==> src/shared/mosd_params.svh <==
`ifndef MOSD_PARAMS_SVH
`define MOSD_PARAMS_SVH

// ------------------------------------------------------------
// register byte offsets
// ------------------------------------------------------------
`define MOSD_OFF_WRITE_PROTECT 8'h00
`define MOSD_OFF_OSC_STOP_CTRL 8'h04
`define MOSD_OFF_CLOCK_MODE0 8'h08
`define MOSD_OFF_CLOCK_MODE1 8'h0c
`define MOSD_OFF_FAST_OSC0 8'h10
`define MOSD_OFF_FAST_OSC1 8'h14
`define MOSD_OFF_FAST_OSC2 8'h18
`define MOSD_OFF_VMON2_CTRL 8'h1c

// ------------------------------------------------------------
// field positions
// ------------------------------------------------------------
`define MOSD_BIT_CLK_REG_UNLOCK 0
`define MOSD_BIT_DETECT_EN_LO 0
`define MOSD_BIT_DETECT_EN_HI 1
`define MOSD_BIT_FALLBACK_SEL 2
`define MOSD_BIT_STOPPED_FLAG 3
`define MOSD_BIT_PERIPH_WAIT_STOP 2
`define MOSD_BIT_MAIN_CLK_STOP 5
`define MOSD_BIT_LOW_OSC_DISABLE 4
`define MOSD_BIT_FAST_OSC_SELECT 1
`define MOSD_BIT_VMON2_CAUSE 2
`define MOSD_BIT_WATCHDOG_CAUSE 3

// ------------------------------------------------------------
// values and reset values
// ------------------------------------------------------------
`define MOSD_DETECT_ON 2'b11
`define MOSD_DETECT_OFF 2'b00
`define MOSD_RST_CLOCK_MODE0 8'h00
`define MOSD_RST_CLOCK_MODE1 8'h00
`define MOSD_RST_FAST_OSC 8'h00
`define MOSD_AXI_OKAY 2'b00
`define MOSD_AXI_SLVERR 2'b10

// ------------------------------------------------------------
// timing
// ------------------------------------------------------------
`define MOSD_CLK_PERIOD_PS 8000
// period of the slowest main clock that detection must serve (2 mhz)
`define MOSD_MIN_OSC_PERIOD_NS 500

`endif

==> src/shared/mosd_pkg.sv <==
`default_nettype none

package mosd_pkg;

   typedef enum {MOSD_MON_RUN, MOSD_MON_STOPPED} mosd_mon_state_t;

   // clock steering levels handed to the clock selection logic
   typedef struct packed {
      logic fallback_select;
      logic low_osc_disable;
      logic main_clk_stop_ctrl;
      logic periph_clk_wait_stop;
      logic fast_osc_select;
   } mosd_clk_ctrl_t;

   // stop detection control register content
   typedef struct packed {
      logic main_clk_stopped_flag;
      logic clk_fallback_select;
      logic [1:0] stop_detect_enable_field;
   } mosd_osc_stop_ctrl_t;

endpackage : mosd_pkg

`default_nettype wire

==> src/hw/mosd_osc_monitor.sv <==
`timescale 1ns/100ps
`default_nettype none

`include "mosd_params.svh"

module mosd_osc_monitor #(
   parameter int STOP_CYCLES = 63
) (
   // clock and reset
   input wire logic aclk,
   input wire logic aresetn,
   // oscillator
   input wire logic main_osc_input,
   // status
   output logic osc_stopped,
   output logic stop_pulse,
   output logic run_pulse
);

   localparam int CNT_W = $clog2(STOP_CYCLES + 1);

   generate
      if (STOP_CYCLES < 2)
      begin : g_bad_stop
         $error("stop window must be at least two cycles");
      end
   endgenerate

   mosd_pkg::mosd_mon_state_t state;
   mosd_pkg::mosd_mon_state_t next_state;
   logic sample;
   logic [CNT_W-1:0] count;
   logic [CNT_W-1:0] next_count;
   logic next_stop_pulse;
   logic next_run_pulse;
   logic edge_seen;

   always_comb
   begin
      edge_seen = (main_osc_input != sample);
      next_state = state;
      next_stop_pulse = 1'b0;
      next_run_pulse = 1'b0;
      next_count = count;
      if (edge_seen)
      begin
         next_count = '0;
      end
      else if (count != CNT_W'(STOP_CYCLES))
      begin
         next_count = count + 1'b1;
      end
      unique case (state)
         mosd_pkg::MOSD_MON_RUN:
         begin
            // a full slowest period with no edge means the oscillator is gone
            if (!edge_seen && count == CNT_W'(STOP_CYCLES - 1))
            begin
               next_state = mosd_pkg::MOSD_MON_STOPPED;
               next_stop_pulse = 1'b1;
            end
         end
         mosd_pkg::MOSD_MON_STOPPED:
         begin
            if (edge_seen)
            begin
               next_state = mosd_pkg::MOSD_MON_RUN;
               next_run_pulse = 1'b1;
            end
         end
      endcase
   end

   always_ff @(posedge aclk)
   begin
      if (!aresetn)
      begin
         state <= mosd_pkg::MOSD_MON_RUN;
         sample <= 1'b0;
         count <= '0;
         stop_pulse <= 1'b0;
         run_pulse <= 1'b0;
      end
      else
      begin
         state <= next_state;
         sample <= main_osc_input;
         count <= next_count;
         stop_pulse <= next_stop_pulse;
         run_pulse <= next_run_pulse;
      end
   end

   assign osc_stopped = (state == mosd_pkg::MOSD_MON_STOPPED);
endmodule : mosd_osc_monitor

`default_nettype wire

==> src/hw/mosd_top.sv <==
`timescale 1ns/100ps
`default_nettype none

`include "mosd_params.svh"

module mosd_top #(
   parameter int ADDR_W = 8,
   parameter int STOP_CYCLES = (`MOSD_MIN_OSC_PERIOD_NS * 1000 + `MOSD_CLK_PERIOD_PS - 1) / `MOSD_CLK_PERIOD_PS
) (
   // clock and reset
   input wire logic aclk,
   input wire logic aresetn,
   // axi4-lite write address
   input wire logic awvalid,
   output logic awready,
   input wire logic [ADDR_W-1:0] awaddr,
   input wire logic [2:0] awprot,
   // axi4-lite write data
   input wire logic wvalid,
   output logic wready,
   input wire logic [31:0] wdata,
   input wire logic [3:0] wstrb,
   // axi4-lite write response
   output logic bvalid,
   input wire logic bready,
   output logic [1:0] bresp,
   // axi4-lite read address
   input wire logic arvalid,
   output logic arready,
   input wire logic [ADDR_W-1:0] araddr,
   input wire logic [2:0] arprot,
   // axi4-lite read data
   output logic rvalid,
   input wire logic rready,
   output logic [31:0] rdata,
   output logic [1:0] rresp,
   // oscillator and clock selection
   input wire logic main_osc_input,
   input wire logic cpu_on_main_clk,
   output mosd_pkg::mosd_clk_ctrl_t clk_ctrl,
   // interrupt sources and requests
   input wire logic watchdog_evt,
   input wire logic vmon2_evt,
   output logic osc_stop_nmi,
   output logic shared_nmi_req
);

   generate
      // the unmapped check reads the bits above bit 4, so at least one must exist
      if (ADDR_W < 6 || ADDR_W > 32)
      begin : g_bad_addr
         $error("address width must be 6 to 32 bits");
      end
   endgenerate

   // ------------------------------------------------------------
   // state
   // ------------------------------------------------------------
   logic clk_reg_unlock;
   logic next_clk_reg_unlock;
   mosd_pkg::mosd_osc_stop_ctrl_t osc_stop_ctrl;
   mosd_pkg::mosd_osc_stop_ctrl_t next_osc_stop_ctrl;
   logic [7:0] clock_mode_reg0;
   logic [7:0] next_clock_mode_reg0;
   logic [7:0] clock_mode_reg1;
   logic [7:0] next_clock_mode_reg1;
   logic [7:0] fast_osc_ctrl [0:2];
   logic [7:0] next_fast_osc_ctrl [0:2];
   logic watchdog_cause_flag;
   logic next_watchdog_cause_flag;
   logic vmon2_cause_flag;
   logic next_vmon2_cause_flag;
   logic next_osc_stop_nmi;
   logic next_shared_nmi_req;

   logic aw_held;
   logic next_aw_held;
   logic w_held;
   logic next_w_held;
   logic [ADDR_W-1:0] wr_addr;
   logic [ADDR_W-1:0] next_wr_addr;
   logic [7:0] wr_byte;
   logic [7:0] next_wr_byte;
   logic wr_lane;
   logic next_wr_lane;
   logic next_awready;
   logic next_wready;
   logic next_bvalid;
   logic [1:0] next_bresp;
   logic next_arready;
   logic next_rvalid;
   logic [31:0] next_rdata;
   logic [1:0] next_rresp;

   logic do_write;
   logic wr_mapped;
   logic wr_protected;
   logic wr_allowed;
   logic rd_mapped;
   logic [7:0] rd_byte;
   logic stop_evt;
   logic mon_stop_pulse;
   logic mon_run_pulse;
   logic mon_stopped;

   mosd_osc_monitor #(
      .STOP_CYCLES(STOP_CYCLES)
   ) mosd_osc_monitor_inst (
      .aclk(aclk),
      .aresetn(aresetn),
      .main_osc_input(main_osc_input),
      .osc_stopped(mon_stopped),
      .stop_pulse(mon_stop_pulse),
      .run_pulse(mon_run_pulse)
   );

   // ------------------------------------------------------------
   // address decode
   // ------------------------------------------------------------
   function automatic logic is_mapped(input logic [ADDR_W-1:0] a);
      logic [7:0] off;
      off = 8'(a);
      is_mapped = (a[ADDR_W-1:5] == '0) && (off[1:0] == 2'b00);
   endfunction : is_mapped

   function automatic logic is_protected(input logic [ADDR_W-1:0] a);
      logic [7:0] off;
      off = 8'(a);
      is_protected = (off != `MOSD_OFF_WRITE_PROTECT) && (off != `MOSD_OFF_VMON2_CTRL);
   endfunction : is_protected

   // ------------------------------------------------------------
   // register and bus next state
   // ------------------------------------------------------------
   always_comb
   begin
      next_aw_held = aw_held;
      next_w_held = w_held;
      next_wr_addr = wr_addr;
      next_wr_byte = wr_byte;
      next_wr_lane = wr_lane;
      next_bvalid = bvalid;
      next_bresp = bresp;
      next_arready = arready;
      next_rvalid = rvalid;
      next_rdata = rdata;
      next_rresp = rresp;
      next_clk_reg_unlock = clk_reg_unlock;
      next_osc_stop_ctrl = osc_stop_ctrl;
      next_clock_mode_reg0 = clock_mode_reg0;
      next_clock_mode_reg1 = clock_mode_reg1;
      for (int i = 0; i < 3; i++)
      begin
         next_fast_osc_ctrl[i] = fast_osc_ctrl[i];
      end
      next_watchdog_cause_flag = watchdog_cause_flag;
      next_vmon2_cause_flag = vmon2_cause_flag;

      if (awvalid && awready)
      begin
         next_aw_held = 1'b1;
         next_wr_addr = awaddr;
      end
      if (wvalid && wready)
      begin
         next_w_held = 1'b1;
         next_wr_byte = wdata[7:0];
         next_wr_lane = wstrb[0];
      end

      do_write = aw_held && w_held && !bvalid;
      wr_mapped = is_mapped(wr_addr);
      wr_protected = is_protected(wr_addr);
      // locked clock registers still answer okay, the write just drops
      // locked writes dropped
      wr_allowed = do_write && wr_mapped && wr_lane && (!wr_protected || clk_reg_unlock);

      if (do_write)
      begin
         next_aw_held = 1'b0;
         next_w_held = 1'b0;
         next_bvalid = 1'b1;
         next_bresp = wr_mapped ? `MOSD_AXI_OKAY : `MOSD_AXI_SLVERR;
      end
      else if (bvalid && bready)
      begin
         next_bvalid = 1'b0;
      end

      if (wr_allowed)
      begin
         unique case (8'(wr_addr))
            `MOSD_OFF_WRITE_PROTECT: next_clk_reg_unlock = wr_byte[`MOSD_BIT_CLK_REG_UNLOCK];
            `MOSD_OFF_OSC_STOP_CTRL:
            begin
               next_osc_stop_ctrl.stop_detect_enable_field =
                  wr_byte[`MOSD_BIT_DETECT_EN_HI:`MOSD_BIT_DETECT_EN_LO];
               next_osc_stop_ctrl.clk_fallback_select = wr_byte[`MOSD_BIT_FALLBACK_SEL];
            end
            `MOSD_OFF_CLOCK_MODE0: next_clock_mode_reg0 = wr_byte;
            `MOSD_OFF_CLOCK_MODE1: next_clock_mode_reg1 = wr_byte;
            `MOSD_OFF_FAST_OSC0: next_fast_osc_ctrl[0] = wr_byte;
            `MOSD_OFF_FAST_OSC1: next_fast_osc_ctrl[1] = wr_byte;
            `MOSD_OFF_FAST_OSC2: next_fast_osc_ctrl[2] = wr_byte;
            `MOSD_OFF_VMON2_CTRL:
            begin
               // software clears causes by writing zero; ones are ignored
               next_watchdog_cause_flag = watchdog_cause_flag & wr_byte[`MOSD_BIT_WATCHDOG_CAUSE];
               next_vmon2_cause_flag = vmon2_cause_flag & wr_byte[`MOSD_BIT_VMON2_CAUSE];
            end
            default: ;
         endcase
      end

      // detection only when enabled with main clock driving the cpu
      stop_evt = mon_stop_pulse && cpu_on_main_clk && !osc_stop_ctrl.clk_fallback_select &&
                 (osc_stop_ctrl.stop_detect_enable_field == `MOSD_DETECT_ON);

      // stopped flag follows the oscillator back once it resumes
      if (mon_run_pulse)
      begin
         next_osc_stop_ctrl.main_clk_stopped_flag = 1'b0;
      end
      // hardware set beats any same-cycle software write
      if (stop_evt)
      begin
         next_osc_stop_ctrl.clk_fallback_select = 1'b1;
         next_osc_stop_ctrl.main_clk_stopped_flag = 1'b1;
         next_clock_mode_reg1[`MOSD_BIT_LOW_OSC_DISABLE] = 1'b0;
      end
      if (watchdog_evt)
      begin
         next_watchdog_cause_flag = 1'b1;
      end
      if (vmon2_evt)
      begin
         next_vmon2_cause_flag = 1'b1;
      end

      next_osc_stop_nmi = stop_evt;
      next_shared_nmi_req = stop_evt || watchdog_evt || vmon2_evt;

      rd_mapped = is_mapped(araddr);
      rd_byte = 8'h00;
      unique case (8'(araddr))
         `MOSD_OFF_WRITE_PROTECT: rd_byte[`MOSD_BIT_CLK_REG_UNLOCK] = clk_reg_unlock;
         `MOSD_OFF_OSC_STOP_CTRL: rd_byte[3:0] = osc_stop_ctrl;
         `MOSD_OFF_CLOCK_MODE0: rd_byte = clock_mode_reg0;
         `MOSD_OFF_CLOCK_MODE1: rd_byte = clock_mode_reg1;
         `MOSD_OFF_FAST_OSC0: rd_byte = fast_osc_ctrl[0];
         `MOSD_OFF_FAST_OSC1: rd_byte = fast_osc_ctrl[1];
         `MOSD_OFF_FAST_OSC2: rd_byte = fast_osc_ctrl[2];
         `MOSD_OFF_VMON2_CTRL:
         begin
            rd_byte[`MOSD_BIT_WATCHDOG_CAUSE] = watchdog_cause_flag;
            rd_byte[`MOSD_BIT_VMON2_CAUSE] = vmon2_cause_flag;
         end
         default: rd_byte = 8'h00;
      endcase
      if (arvalid && arready)
      begin
         next_arready = 1'b0;
         next_rvalid = 1'b1;
         next_rdata = rd_mapped ? {24'h000000, rd_byte} : 32'h00000000;
         next_rresp = rd_mapped ? `MOSD_AXI_OKAY : `MOSD_AXI_SLVERR;
      end
      else if (rvalid && rready)
      begin
         next_rvalid = 1'b0;
         next_arready = 1'b1;
      end
      else if (!rvalid && !arready)
      begin
         // arready comes up the cycle after reset releases
         next_arready = 1'b1;
      end

      // one write in flight: channels reopen only after the response is taken
      next_awready = !next_aw_held && !next_bvalid;
      next_wready = !next_w_held && !next_bvalid;
   end

   always_ff @(posedge aclk)
   begin
      if (!aresetn)
      begin
         aw_held <= 1'b0;
         w_held <= 1'b0;
         wr_addr <= '0;
         wr_byte <= 8'h00;
         wr_lane <= 1'b0;
         awready <= 1'b0;
         wready <= 1'b0;
         bvalid <= 1'b0;
         bresp <= `MOSD_AXI_OKAY;
         arready <= 1'b0;
         rvalid <= 1'b0;
         rdata <= 32'h00000000;
         rresp <= `MOSD_AXI_OKAY;
         clk_reg_unlock <= 1'b0;
         osc_stop_ctrl <= '0;
         clock_mode_reg0 <= `MOSD_RST_CLOCK_MODE0;
         clock_mode_reg1 <= `MOSD_RST_CLOCK_MODE1;
         for (int i = 0; i < 3; i++)
         begin
            fast_osc_ctrl[i] <= `MOSD_RST_FAST_OSC;
         end
         watchdog_cause_flag <= 1'b0;
         vmon2_cause_flag <= 1'b0;
         osc_stop_nmi <= 1'b0;
         shared_nmi_req <= 1'b0;
      end
      else
      begin
         aw_held <= next_aw_held;
         w_held <= next_w_held;
         wr_addr <= next_wr_addr;
         wr_byte <= next_wr_byte;
         wr_lane <= next_wr_lane;
         awready <= next_awready;
         wready <= next_wready;
         bvalid <= next_bvalid;
         bresp <= next_bresp;
         arready <= next_arready;
         rvalid <= next_rvalid;
         rdata <= next_rdata;
         rresp <= next_rresp;
         clk_reg_unlock <= next_clk_reg_unlock;
         osc_stop_ctrl <= next_osc_stop_ctrl;
         clock_mode_reg0 <= next_clock_mode_reg0;
         clock_mode_reg1 <= next_clock_mode_reg1;
         for (int i = 0; i < 3; i++)
         begin
            fast_osc_ctrl[i] <= next_fast_osc_ctrl[i];
         end
         watchdog_cause_flag <= next_watchdog_cause_flag;
         vmon2_cause_flag <= next_vmon2_cause_flag;
         osc_stop_nmi <= next_osc_stop_nmi;
         shared_nmi_req <= next_shared_nmi_req;
      end
   end

   assign clk_ctrl.fallback_select = osc_stop_ctrl.clk_fallback_select;
   assign clk_ctrl.low_osc_disable = clock_mode_reg1[`MOSD_BIT_LOW_OSC_DISABLE];
   assign clk_ctrl.main_clk_stop_ctrl = clock_mode_reg0[`MOSD_BIT_MAIN_CLK_STOP];
   assign clk_ctrl.periph_clk_wait_stop = clock_mode_reg0[`MOSD_BIT_PERIPH_WAIT_STOP];
   assign clk_ctrl.fast_osc_select = fast_osc_ctrl[0][`MOSD_BIT_FAST_OSC_SELECT];
endmodule : mosd_top

`default_nettype wire

==> config.mk <==
export PLATFORM = sky130hd
export DESIGN_NAME = mosd_top
export DESIGN_NICKNAME = d
export VERILOG_FILES = /design/src/shared/mosd_pkg.sv /design/src/hw/mosd_osc_monitor.sv /design/src/hw/mosd_top.sv
export VERILOG_INCLUDE_DIRS = /design/src /design/src/shared
export SDC_FILE = /design/constraint.sdc
export NUM_CORES = 1
export LEC_CHECK = 0
export BUFFER_PORTS_ARGS = -buffer_cell sky130_fd_sc_hd__buf_4
export CAP_MARGIN = 20
export CORE_MARGIN = 5
export CORE_UTILIZATION = 54
export CTS_BUF_LIST = sky130_fd_sc_hd__clkbuf_4
export DETAILED_ROUTE_END_ITERATION = 8
export PLACE_DENSITY = 0.9
export SLEW_MARGIN = 40
export SYNTH_ARGS = -nofsm -noshare
export SYNTH_HDL_FRONTEND = slang
export SYNTH_SLANG_ARGS = --single-unit
==> constraint.sdc <==
create_clock -name aclk -period 2.25 [get_ports aclk]
set_input_delay 0.3375 -clock aclk [delete_from_list [all_inputs] [get_ports aclk]]
set_output_delay 0.3375 -clock aclk [all_outputs]
set_load 0.05 [all_outputs]
# == After elaboration in Yosys (flattened, before gate mapping) ==
# Memory sizes are Yosys's and may differ from the RTL's.
# Cells that the tools add are included.
# totals
regBits,126
wordCells,162
inputBits,69
mem_count,1
out_inout_bits,48
mem_bits_rw,24
# classes
n_reduce_logical,62
n_eq_ne,22
addsub,1
n_mux,41
bitwise_logic,6
# memory_table
memory,depth,width,read_ports,rd_ports_with_merged_regs,write_ports,line,rtl
fast_osc_ctrl,3,8,3,0,3,mosd_top.sv:67,logic [7:0] fast_osc_ctrl [0:2];
# ops
operator,n
"equality test 8 x 5 -> 1 bit, second input constant",8
two-way mux 32 bit,2
one-hot mux 32 bit (2 select lines),1
two-way mux 8 bit,7
"equality test 32 x 1 -> 1 bit, second input constant",1
"equality test 8 x 4 -> 1 bit, second input constant",4
logical NOT 32 bit,1
two-way mux 24 bit,1
two-way mux 1 bit,21
logical AND 1 bit,20
one-hot mux 4 bit (5 select lines),1
AND reduction 2 bit,10
nonzero test 2 bit,9
"equality test 8 x 3 -> 1 bit, second input constant",2
logical NOT 8 bit,2
one-hot mux 2 bit (7 select lines),1
logical NOT 1 bit,9
"inequality test 8 x 5 -> 1 bit, second input constant",1
nonzero test 8 bit,1
one-hot mux 1 bit (7 select lines),1
"adder 6 x 1 -> 6 bit, second input constant",1
"equality test 6 bit, second input constant",1
logical NOT 3 bit,2
two-way mux 2 bit,3
other kinds (12),22

# == Logic depth before layout (Yosys ltp) ==
# Gate-level depths: netlist (run 1).
# logic_depth
ltp_word,7
mapped_depth,6
ltp_nobuf,4

# == Modules after synthesis ==
# A second synthesis (run 1) with hierarchy kept.
# hier_totals
cells_unflattened,449
area_unflattened_um2,3978.8
# by_module_without_submodules
module,seq_area_each_um2,cells_per_inst,instances,area_each_um2
mosd_top,1661.6,405,1,3565.9
mosd_osc_monitor,200.2,44,1,412.9

# == Worst setup path before layout (run 1) ==
# OpenSTA, ideal clock, no wires.
# synth_timing
path_kind,in2reg
startpoint,input port araddr[2]
endpoint,register rdata[0]
arrival_time_ns,1.967
path_slack_ns,0.204
stages,6
t_required_ns,2.171
setup_ns,0.079
path_buffers,2
path_cell_list,buf_2 > or3b_1 > clkbuf_1 > or4b_2 > a211o_1 > o211ai_1
# synth_via
elab_chain_cells,3
word_cells_on_any_way,9
cone_classes,eq/ne: 6; mux: 2; reduce/logical: 1
# synth_lines
element,line,rtl
from (decl),mosd_top.sv:30,"input wire logic [ADDR_W-1:0] araddr,"
"equality test 8 x 5 -> 1 bit, or another cell as far along",mosd_top.sv:245,unique case (8'(araddr))
one-hot mux 1 bit (7 select lines) (*),mosd_top.sv:245,
two-way mux 8 bit (*),mosd_top.sv:264,"next_rdata = rd_mapped ? {24'h000000, rd_byte} : 32'h00000000;"
to (signal assigned),mosd_top.sv:326,rdata <= next_rdata;
to (decl),mosd_top.sv:35,"output logic [31:0] rdata,"
# Every way passes the cells marked *; elsewhere a longest branch is shown, timed or not.
# A chain may end at the register's enable or synchronous reset.

==> out/results.ini, run 1 <==
[finish]
area_growth_pct = 12.9
layout-drive-gt1-share_pct = 18.3
n_antenna_cell = 0
finish.utilization_pct = 63.3
nets = 581
final_common_cell = nand2_1
final_cell_mix = nand2_1 (101), dfxtp_1 (93), buf_4 (67), mux2i_1 (53), a21oi_1 (29)

[worst_setup_path]
crit_path_start = wr_addr[0]
crit_path_start_kind = register
critPathMaxFanout = 8
cp_data_arrival_time_ns = 2.44
required_ns = 2.62
rrSetupSlack_ns = 0.18
timing.rr.end = fast_osc_ctrl[0][14]
crit_type = reg -> reg
end_kind = register
r2r_cells = 5
r2r_start = wr_addr[0]

[global_routing]
grt_start_max_net_pins = 59
grt_pass1_vias = 3140
antenna_found_initial = 0
grt_pass1_wl_microns = 14500
gr-usage-all-layers_pct = 18.5
overflow = 0

[clock_tree]
cts-htree-levels = 3
cts_tree = built
holdBufCountCts = 0
cts_setup_buffers = 0
cts.sink_count = 93
clk_pin_slew_worst_paths_ns = 0.12
clk_latency_ns = 0.44
cts_buffers = 9
clk_path_buf_depth = 2
clockRootBuffer = clkbuf_4
cts_resized = 0

[timing]
post-route-min-period_ns = 2.07
grt_setup_unrepaired = no
finalCritPeriodShare_pct = 92.1
finalSetupViolations = 0
max_freq_ghz = 0.483
tns_ns = 0
clock-skew-final_ns = 0.00782
max_slew.worst_pin.slew_ns = 0.573
slew-limit-headroom_pct = 61.8
finalHoldViolations = 0
slew_viol_final = 0

[job]
drv_cap = 0

[route]
antenna_left = 0
wl_per_cell_microns = 14.1
drc = 0
vias = 3276
dr.first_iter.drc_count = 191
totalWireLength_microns = 8670
drt-pass1-iter-count = 4
viasPerCell = 5.34

[floorplan]
die_w_microns = 97.0
design.core.area_sq_um = 7290
io-pin-count = 117
die_area_sq_um = 9400
start_util_pct = 56.0
die-height_microns = 97.0
rows = 31

[synthesis]
synth_top_cell_area_share_pct = 45.6
ys_async_sr_fraction_pct = 0
synth.avg_cell_area_sq_um = 8.94
netlist_area_sq_um = 4090
ys_warn_count = 0
synth.distinct_cells = 54
synth_top_cell_by_area = dfxtp_1
seq_area_frac_synth_pct = 45.6
synthTopCellsByArea = dfxtp_1 (46%), mux2i_1 (13%), nand2_1 (9.3%), buf_4 (5.7%), a21oi_1 (3.6%)
synth_edf_count = 0
synth_flop_cell = dfxtp_1
ys_ff_latch = 93
syn_inst = 457

[place]
gp_congestion = 0.853
dp_hpwl_microns = 6510
io_buffers = 57

[power]
powerDensity_nw_per_um2 = 605
peakVddDrop_uv = 486
power_leakage_nw = 1.78
finalPower_w = 0.00279

[min_path]
worst_hold_path.endpoint = mosd_osc_monitor_inst.sample
hold_class = in -> reg
holdPathStages = 2
worstHoldStart = main_osc_input

[status]
status = finished clean

## cells by family after synthesis
kind of cell,synth area share [%]
mux,14.1
xor+xnor,0.643
compound gates,10.2
buf+inv,8.09
simple gates,20.7
other cells,0.0918
flops,45.6
fa+ha+maj,0.612
## metrics by stage
stage                     hold slack (ns)  std cells  setup slack, ns  cell area, sq um
after floorplan                     0.420        482            0.204              4180
after global placement              0.433        598            0.216              4510
after detailed placement            0.441        598            0.188              4510
after CTS                           0.105        613            0.163              4610
after global routing                0.119        613           0.0790              4610
final                               0.112        613            0.179              4610
## how the worst max path moves through the flow
stage                                end  slack [ns]
detailed placement  fast_osc_ctrl[0][14]        0.19
finish              fast_osc_ctrl[0][14]        0.18
global route        fast_osc_ctrl[0][14]        0.08
CTS                 fast_osc_ctrl[0][14]        0.16
global placement                rdata[0]        0.22
floorplan                       rdata[0]        0.20
## layer usage
| layer | routed length (microns) | track usage [%] |
|---|---|---|
| met1 | 3970 | 24.6 |
| met2 | 3940 | 28.2 |
| met3 | 555 | 4.53 |
| met4 | 193 | 8.53 |
| met5 | 0 | 0 |
## cells in the mapped netlist, types with 4 or more instances
| master | count |
|---|---|
| mux2i_1 | 53 |
| nor3_1 | 9 |
| dfxtp_1 | 93 |
| nor2_1 | 23 |
| nor2b_1 | 4 |
| buf_4 | 31 |
| a22oi_1 | 9 |
| a21oi_1 | 29 |
| o22a_1 | 5 |
| nand3_1 | 4 |
| buf_1 | 5 |
| inv_1 | 4 |
| o21ai_0 | 12 |
| and3_1 | 4 |
| nand2_1 | 101 |
| clkbuf_1 | 12 |
## sequential cells by signal (all words and copies together) (netlist names), 3 cells and up
| register | count |
|---|---|
| clock_mode_reg1 | 8 |
| mosd_osc_monitor_inst.count | 6 |
| wr_byte | 8 |
| fast_osc_ctrl | 24 |
| wr_addr | 8 |
| osc_stop_ctrl | 3 |
| clock_mode_reg0 | 8 |
| rdata | 8 |
## critical path, stage by stage, from the launching register on
cell	delay [ns]
dfxtp_1	0.34
or4_4	0.55
or4_4	0.54
nor3_4	0.22
buf_12	0.16
mux2i_1	0.19
## power by group
part / leakage [nW] / internal, W / switching [W]
Combinational: 0.963 / 0.0000982 / 0.000240
Clock: 0.0592 / 0.000235 / 0.000510
Sequential: 0.754 / 0.00168 / 0.0000294
Total: 1.78 / 0.00201 / 0.000780
## cell type report
class	count	area, sq um
timing repair buffer	68	523
inverter	5	18.8
clock inverter	4	16.3
tap	99	124
clock buffer	11	82.6
fill	626	2680
sequential	93	1860
multi-input combinational	333	1990
Power figures use the tool's default switching activity.
==> inputs of run 2 (changes only) <==
--- a/config.mk
+++ b/config.mk
@@ -6,13 +6,13 @@
 export SDC_FILE = /design/constraint.sdc
 export NUM_CORES = 1
 export LEC_CHECK = 0
-export BUFFER_PORTS_ARGS = -buffer_cell sky130_fd_sc_hd__buf_4
 export CAP_MARGIN = 20
 export CORE_MARGIN = 5
-export CORE_UTILIZATION = 54
+export CORE_UTILIZATION = 64
 export CTS_BUF_LIST = sky130_fd_sc_hd__clkbuf_4
 export DETAILED_ROUTE_END_ITERATION = 8
-export PLACE_DENSITY = 0.9
+export DONT_BUFFER_PORTS = 1
+export PLACE_DENSITY = 0.87
 export SLEW_MARGIN = 40
 export SYNTH_ARGS = -nofsm -noshare
 export SYNTH_HDL_FRONTEND = slang
==> run 2 against run 1 <==
Against the previous run: worst hold slack worse by 0.085 ns; first-iteration DRC count shrank 16%; clock skew increased by 0.0051 ns; sequential power about the same; worst setup slack improved by 0.0087 ns; fmax grew 0.42%; utilization rose by 4.5 points; clock power grew 34%; non-clock buffer count decreased by 53; largest power group unchanged; die area is 14% lower; flip-flop and latch count is the same; critical path depth is the same.
==> out/results.ini, run 2 (synthesized netlist as in run 1, its figures left out) <==
[floorplan]
die-height_microns = 89.9  ; was 97.0 microns
rows = 29  ; was 31
start_util_pct = 65.1  ; was 56.0%
die_area_sq_um = 8080  ; was 9400 sq um
io-pin-count = 117  ; unchanged
design.core.area_sq_um = 6280  ; was 7290 sq um
die_w_microns = 89.9  ; was 97.0 microns

[global_routing]
antenna_found_initial = 0  ; unchanged
grt_start_max_net_pins = 60  ; was 59
grt_pass1_wl_microns = 13800  ; was 14500 microns
gr-usage-all-layers_pct = 20.5  ; was 18.5%
grt_pass1_vias = 2897  ; was 3140
overflow = 0  ; unchanged

[route]
totalWireLength_microns = 8250  ; was 8670 microns
viasPerCell = 5.68  ; was 5.34
vias = 3061  ; was 3276
drc = 0  ; unchanged
dr.first_iter.drc_count = 161  ; was 191
drt-pass1-iter-count = 5  ; was 4
antenna_left = 0  ; unchanged
wl_per_cell_microns = 15.3  ; was 14.1 microns

[finish]
largest_register = fast_osc_ctrl  ; unchanged
final_cell_mix = nand2_1 (101), dfxtp_1 (93), mux2i_1 (53), a21oi_1 (29), conb_1 (26)  ; was nand2_1 (101), dfxtp_1 (93), buf_4 (67), mux2i_1 (53), a21oi_1 (29)
n_antenna_cell = 0  ; unchanged
final_common_cell = nand2_1  ; unchanged
finish.utilization_pct = 67.8  ; was 63.3%
nets = 528  ; was 581
layout-drive-gt1-share_pct = 9.09  ; was 18.3%
fillerInstances = 504  ; was 626
largest_register_ffs = 24  ; unchanged
area_growth_pct = 4.20  ; was 12.9%
instances_no_fill = 539  ; was 613

[worst_setup_path]
r2r_cells = 5  ; unchanged
timing.rr.end = fast_osc_ctrl[0][14]  ; unchanged
crit_top_cell = or4_4  ; unchanged
crit_path_start_kind = register  ; unchanged
crit_type = reg -> reg  ; unchanged
crit_slowest_cell = or4_4  ; unchanged
r2r_start = wr_addr[0]  ; unchanged
slowest_delay_ns = 0.57  ; was 0.55 ns
required_ns = 2.62  ; about the same
critPathTopFamily = simple AND/OR/NAND/NOR gates  ; unchanged
path_cells = or4_4 > or4_4 > nor3_4 > buf_12 > mux2i_1  ; unchanged
end_kind = register  ; unchanged
rrSetupSlack_ns = 0.19  ; was 0.18 ns
path_buf_inv = 1  ; unchanged
critPathMaxFanout = 8  ; unchanged
cp_data_arrival_time_ns = 2.43  ; was 2.44 ns

[place]
gp_congestion = 0.808  ; was 0.853
io_buffers = 0  ; was 57
place_inst = 521  ; was 598
dp_hpwl_microns = 5940  ; was 6510 microns
place_ws_ns = 0.203  ; was 0.188 ns

[timing]
clock-skew-final_ns = 0.0129  ; was 0.00782 ns
grt_setup_unrepaired = no  ; unchanged
post-route-min-period_ns = 2.06  ; was 2.07 ns
slew_viol_final = 0  ; unchanged
finalCritPeriodShare_pct = 91.7  ; was 92.1%
max_freq_ghz = 0.485  ; was 0.483 GHz
setup_ws_ns = 0.187  ; was 0.179 ns
slew-limit-headroom_pct = 56.1  ; was 61.8%
max_slew.worst_pin.slew_ns = 0.659  ; was 0.573 ns
finalSetupViolations = 0  ; unchanged
tns_ns = 0  ; unchanged
finalHoldViolations = 0  ; unchanged

[min_path]
holdPathStages = 2  ; unchanged
worstHoldStart = wstrb[0]  ; was main_osc_input
worst_hold_path.endpoint = wr_lane  ; was mosd_osc_monitor_inst.sample
hold_class = in -> reg  ; unchanged

[power]
finalPower_w = 0.00296  ; was 0.00279 W
power_leakage_nw = 1.54  ; was 1.78 nW
powerDensity_nw_per_um2 = 695  ; was 605 nW/um^2
peakVddDrop_uv = 458  ; was 486 uV

[clock_tree]
cts.sink_count = 93  ; unchanged
cts_buffers = 9  ; unchanged
cts-htree-levels = 3  ; unchanged
cts_setup_buffers = 0  ; unchanged
clockRootBuffer = clkbuf_4  ; unchanged
clk_pin_slew_worst_paths_ns = 0.13  ; was 0.12 ns
clk_path_buf_depth = 2  ; unchanged
cts_tree = built  ; unchanged
clk_latency_ns = 0.43  ; was 0.44 ns

[status]
status = finished clean  ; unchanged

[job]
drv_cap = 0  ; unchanged

run 2: cell count changes in the layout (fill, tap and decap cells not counted), sizes merged:
cell         delta
buf            -55
bufinv          +2
dlygate4sd3     +2
clkinvlp        +1
clkinv          -2
run 2: metrics by stage:
stage / cell area [sq um] / hold slack, ns
after global placement: 4070 / 0.433
after CTS: 4240 / 0.0131
final: 4260 / 0.0274
after detailed placement: 4070 / 0.442
after floorplan: 4180 / 0.420
after global routing: 4260 / 0.00531
run 2: final cells by class:
type	count	area [sq um]	area share (%)
clock buffer	11	82.6	1.94
timing repair buffer	15	130	3.06
tap	77	96.3	2.26
clock inverter	5	75.1	1.76
sequential	93	1860	43.7
inverter	5	18.8	0.441
multi-input combinational	333	1990	46.8
run 2: worst max-delay path by stage:
stage / from / depth (start not counted) / to
2_1_floorplan: araddr[2] / 6 / rdata[0]
3_3_place_gp: wr_addr[0] / 5 / fast_osc_ctrl[0][9]
3_5_place_dp: wr_addr[0] / 5 / fast_osc_ctrl[0][8]
4_1_cts: wr_addr[0] / 5 / fast_osc_ctrl[0][8]
5_1_grt: wr_addr[0] / 5 / fast_osc_ctrl[0][15]
6_report: wr_addr[0] / 5 / fast_osc_ctrl[0][14]
run 2: layer usage:
layer,up-vias,routed length (microns),GRT usage [%]
met5,-,0,0
met4,0,127,7.57
met3,11,652,5.76
met2,104,3760,31.6
met1,1429,3710,27.4
li1,1517,-,-
run 2: worst register-to-register path, delay by kind of cell, from the launching register on:
family / cells / cell delay (ns)
flip-flops: 1 / 0.34
AND/OR/NAND/NOR: 3 / 1.33
buffers and inverters: 1 / 0.16
multiplexers: 1 / 0.18
run 2: timing repair:
action / 4_1_cts / 5_1_grt
hold endpoints to repair: 1 / 1
gates resized for setup: 0 / 1
setup endpoints to repair: 0 / 7
hold buffers: 1 / 1
run 2: report_power, final:
group          switching, W  internal, W  leakage [nW]
Sequential        0.0000535      0.00168         0.754
Combinational      0.000174    0.0000514         0.701
Clock              0.000530     0.000470        0.0822
Total              0.000758      0.00220          1.54
==> inputs of run 3 (changes only) <==
==> constraint.sdc (replaced) <==
create_clock -name aclk -period 2.35 [get_ports aclk]
set_input_delay 0.3525 -clock aclk [delete_from_list [all_inputs] [get_ports aclk]]
set_output_delay 0.3525 -clock aclk [all_outputs]
set_load 0.05 [all_outputs]
==> run 3 against run 2 <==
Against the previous run: worst hold slack improved by 0.0082 ns; combinational power decreased by 6%; worst setup slack improved by 0.087 ns; power decreased by 13%; flip-flop and latch count unchanged; critical path depth unchanged; sequential share of layout area increased by 1.2 points; clock skew decreased by 0.0020 ns; routed wire length increased by 0.93%; largest cell class unchanged.
==> out/results.ini, run 3 (synthesized netlist as in run 1, its figures left out) <==
[timing]
finalCritPeriodShare_pct = 88.3  ; was 91.7%
finalSetupViolations = 0  ; unchanged
slew-limit-headroom_pct = 55.2  ; was 56.1%
clock-skew-final_ns = 0.0109  ; was 0.0129 ns
grt_setup_unrepaired = no  ; unchanged
max_freq_ghz = 0.482  ; was 0.485 GHz
max_slew.worst_pin.slew_ns = 0.671  ; was 0.659 ns
post-route-min-period_ns = 2.08  ; was 2.06 ns
slew_viol_final = 0  ; unchanged
tns_ns = 0  ; unchanged
finalHoldViolations = 0  ; unchanged
setup_ws_ns = 0.275  ; was 0.187 ns

[clock_tree]
clk_path_buf_depth = 2  ; unchanged
cts-htree-levels = 3  ; unchanged
clk_pin_slew_worst_paths_ns = 0.13  ; about the same
clockRootBuffer = clkbuf_4  ; unchanged
cts_buffers = 9  ; unchanged
cts_setup_buffers = 0  ; unchanged
cts_tree = built  ; unchanged
cts.sink_count = 93  ; unchanged
clk_latency_ns = 0.44  ; was 0.43 ns

[finish]
final_cell_mix = nand2_1 (101), dfxtp_1 (93), mux2i_1 (53), a21oi_1 (29), conb_1 (26)  ; unchanged
final_common_cell = nand2_1  ; unchanged
seq_area_sq_um = 1860  ; unchanged
fillerInstances = 507  ; was 504
largest_register_ffs = 24  ; unchanged
layout-drive-gt1-share_pct = 7.89  ; was 9.09%
nets = 524  ; was 528
multi_input_area_sq_um = 1990  ; about the same
area_growth_pct = 1.38  ; was 4.20%
largest_register = fast_osc_ctrl  ; unchanged
n_antenna_cell = 0  ; unchanged

[route]
dr.first_iter.drc_count = 231  ; was 161
drc = 0  ; unchanged
wl_per_cell_microns = 15.6  ; was 15.3 microns
totalWireLength_microns = 8330  ; was 8250 microns
drt-pass1-iter-count = 5  ; unchanged
viasPerCell = 5.72  ; was 5.68
antenna_left = 0  ; unchanged
vias = 3050  ; was 3061

[floorplan]
rows = 29  ; unchanged
start_util_pct = 65.1  ; unchanged
die-height_microns = 89.9  ; unchanged
die_area_sq_um = 8080  ; unchanged
die_w_microns = 89.9  ; unchanged
io-pin-count = 117  ; unchanged
design.core.area_sq_um = 6280  ; unchanged

[global_routing]
antenna_found_initial = 0  ; unchanged
grt_start_max_net_pins = 60  ; unchanged
overflow = 0  ; unchanged
grt_pass1_vias = 2915  ; was 2897
grt_pass1_wl_microns = 14000  ; was 13800 microns
gr-usage-all-layers_pct = 20.7  ; was 20.5%

[power]
finalPower_w = 0.00257  ; was 0.00296 W
powerDensity_nw_per_um2 = 621  ; was 695 nW/um^2
p_sw_share_pct = 27.5  ; was 25.6%
power_frac_comb_pct = 8.2  ; was 7.6%
peakVddDrop_uv = 427  ; was 458 uV
p_int_w = 0.00186  ; was 0.00220 W
power_leakage_nw = 1.49  ; was 1.54 nW
p_clk_share_pct = 27.2  ; was 33.8%
seqPwrFrac_pct = 64.6  ; was 58.6%
power.switching_w = 0.000707  ; was 0.000758 W

[worst_setup_path]
required_ns = 2.73  ; was 2.62 ns
critPathMaxFanout = 8  ; unchanged
end_kind = register  ; unchanged
cp_data_arrival_time_ns = 2.45  ; was 2.43 ns
crit_path_start_kind = register  ; unchanged
crit_type = reg -> reg  ; unchanged

[place]
gp_congestion = 0.833  ; was 0.808
place_ws_ns = 0.294  ; was 0.203 ns
dp_hpwl_microns = 6110  ; was 5940 microns
io_buffers = 0  ; unchanged

[min_path]
hold_class = in -> reg  ; unchanged

[status]
status = finished clean  ; unchanged

[job]
drv_cap = 0  ; unchanged

## run 3: changes by cell type in the layout (fill, tap and decap cells not counted)
cell,previous run,this run
buf_4,12,10
buf_12,1,0
bufinv_16,2,0
dlygate4sd3_1,2,1
clkbuf_4,11,10
nor3_1,8,9
clkinv_2,0,2
clkinvlp_4,1,0
nor3_2,1,0
## run 3: layout make-up
cell class	instances	share of cell area, %
clock buffer	10	1.81
clock inverter	4	0.423
inverter	5	0.453
multi-input combinational	333	48.0
sequential	93	45.0
tap	77	2.33
timing repair buffer	11	2.05
## run 3: power groups by stage
stage	Combinational, W	Sequential, W	Clock [W]
final	0.000212	0.00166	0.000698
after CTS	0.000211	0.00166	0.000704
after global routing	0.000230	0.00167	0.000782
after global placement	0.000204	0.00169	0
after detailed placement	0.000209	0.00170	0
after floorplan	0.000235	0.00169	0
## run 3: worst max-delay path, cell delays in order (launching register included)
cell and delay [ns]:
dfxtp_1 0.34, or4_4 0.56, or4_4 0.54, nor3_4 0.16
buf_4 0.22, mux2i_1 0.20
## run 3: worst paths after layout
| kind | depth (start not counted) | to | startpoint | slack [ns] |
|---|---|---|---|---|
| hold reg to reg | 2 | mosd_osc_monitor_inst.run_pulse | mosd_osc_monitor_inst.state[0] | 0.46 |
| hold / removal | 1 | mosd_osc_monitor_inst.sample | main_osc_input | 0.04 |
| setup reg to reg | 5 | fast_osc_ctrl[0][8] | wr_addr[0] | 0.27 |
| setup / recovery | 5 | fast_osc_ctrl[0][8] | wr_addr[0] | 0.27 |
## run 3: routing by layer
metal / part of all wire [%] / vias up / wire [microns] / global-route usage (%)
li1: - / 1511 / - / -
met1: 46 / 1431 / 3830 / 28.1
met2: 45 / 96 / 3770 / 31.7
met3: 7.9 / 12 / 657 / 6.76
met4: 0.95 / 0 / 79 / 5.58
met5: 0 / - / 0 / 0
## run 3: timing repair
item,in CTS,in global routing
resized for setup,0,0
endpoints found under the hold margin,1,0
hold buffers,1,0
## run 3: per-stage QoR
stage	instances	utilization, %	instance area [sq um]	hold slack, ns
finish	533	66.0	4140	0.0356
detailed placement	518	64.3	4040	0.443
CTS	533	66.0	4140	0.0133
global placement	518	64.3	4040	0.435
global route	533	66.0	4140	0.00917
floorplan	482	-	4180	0.420
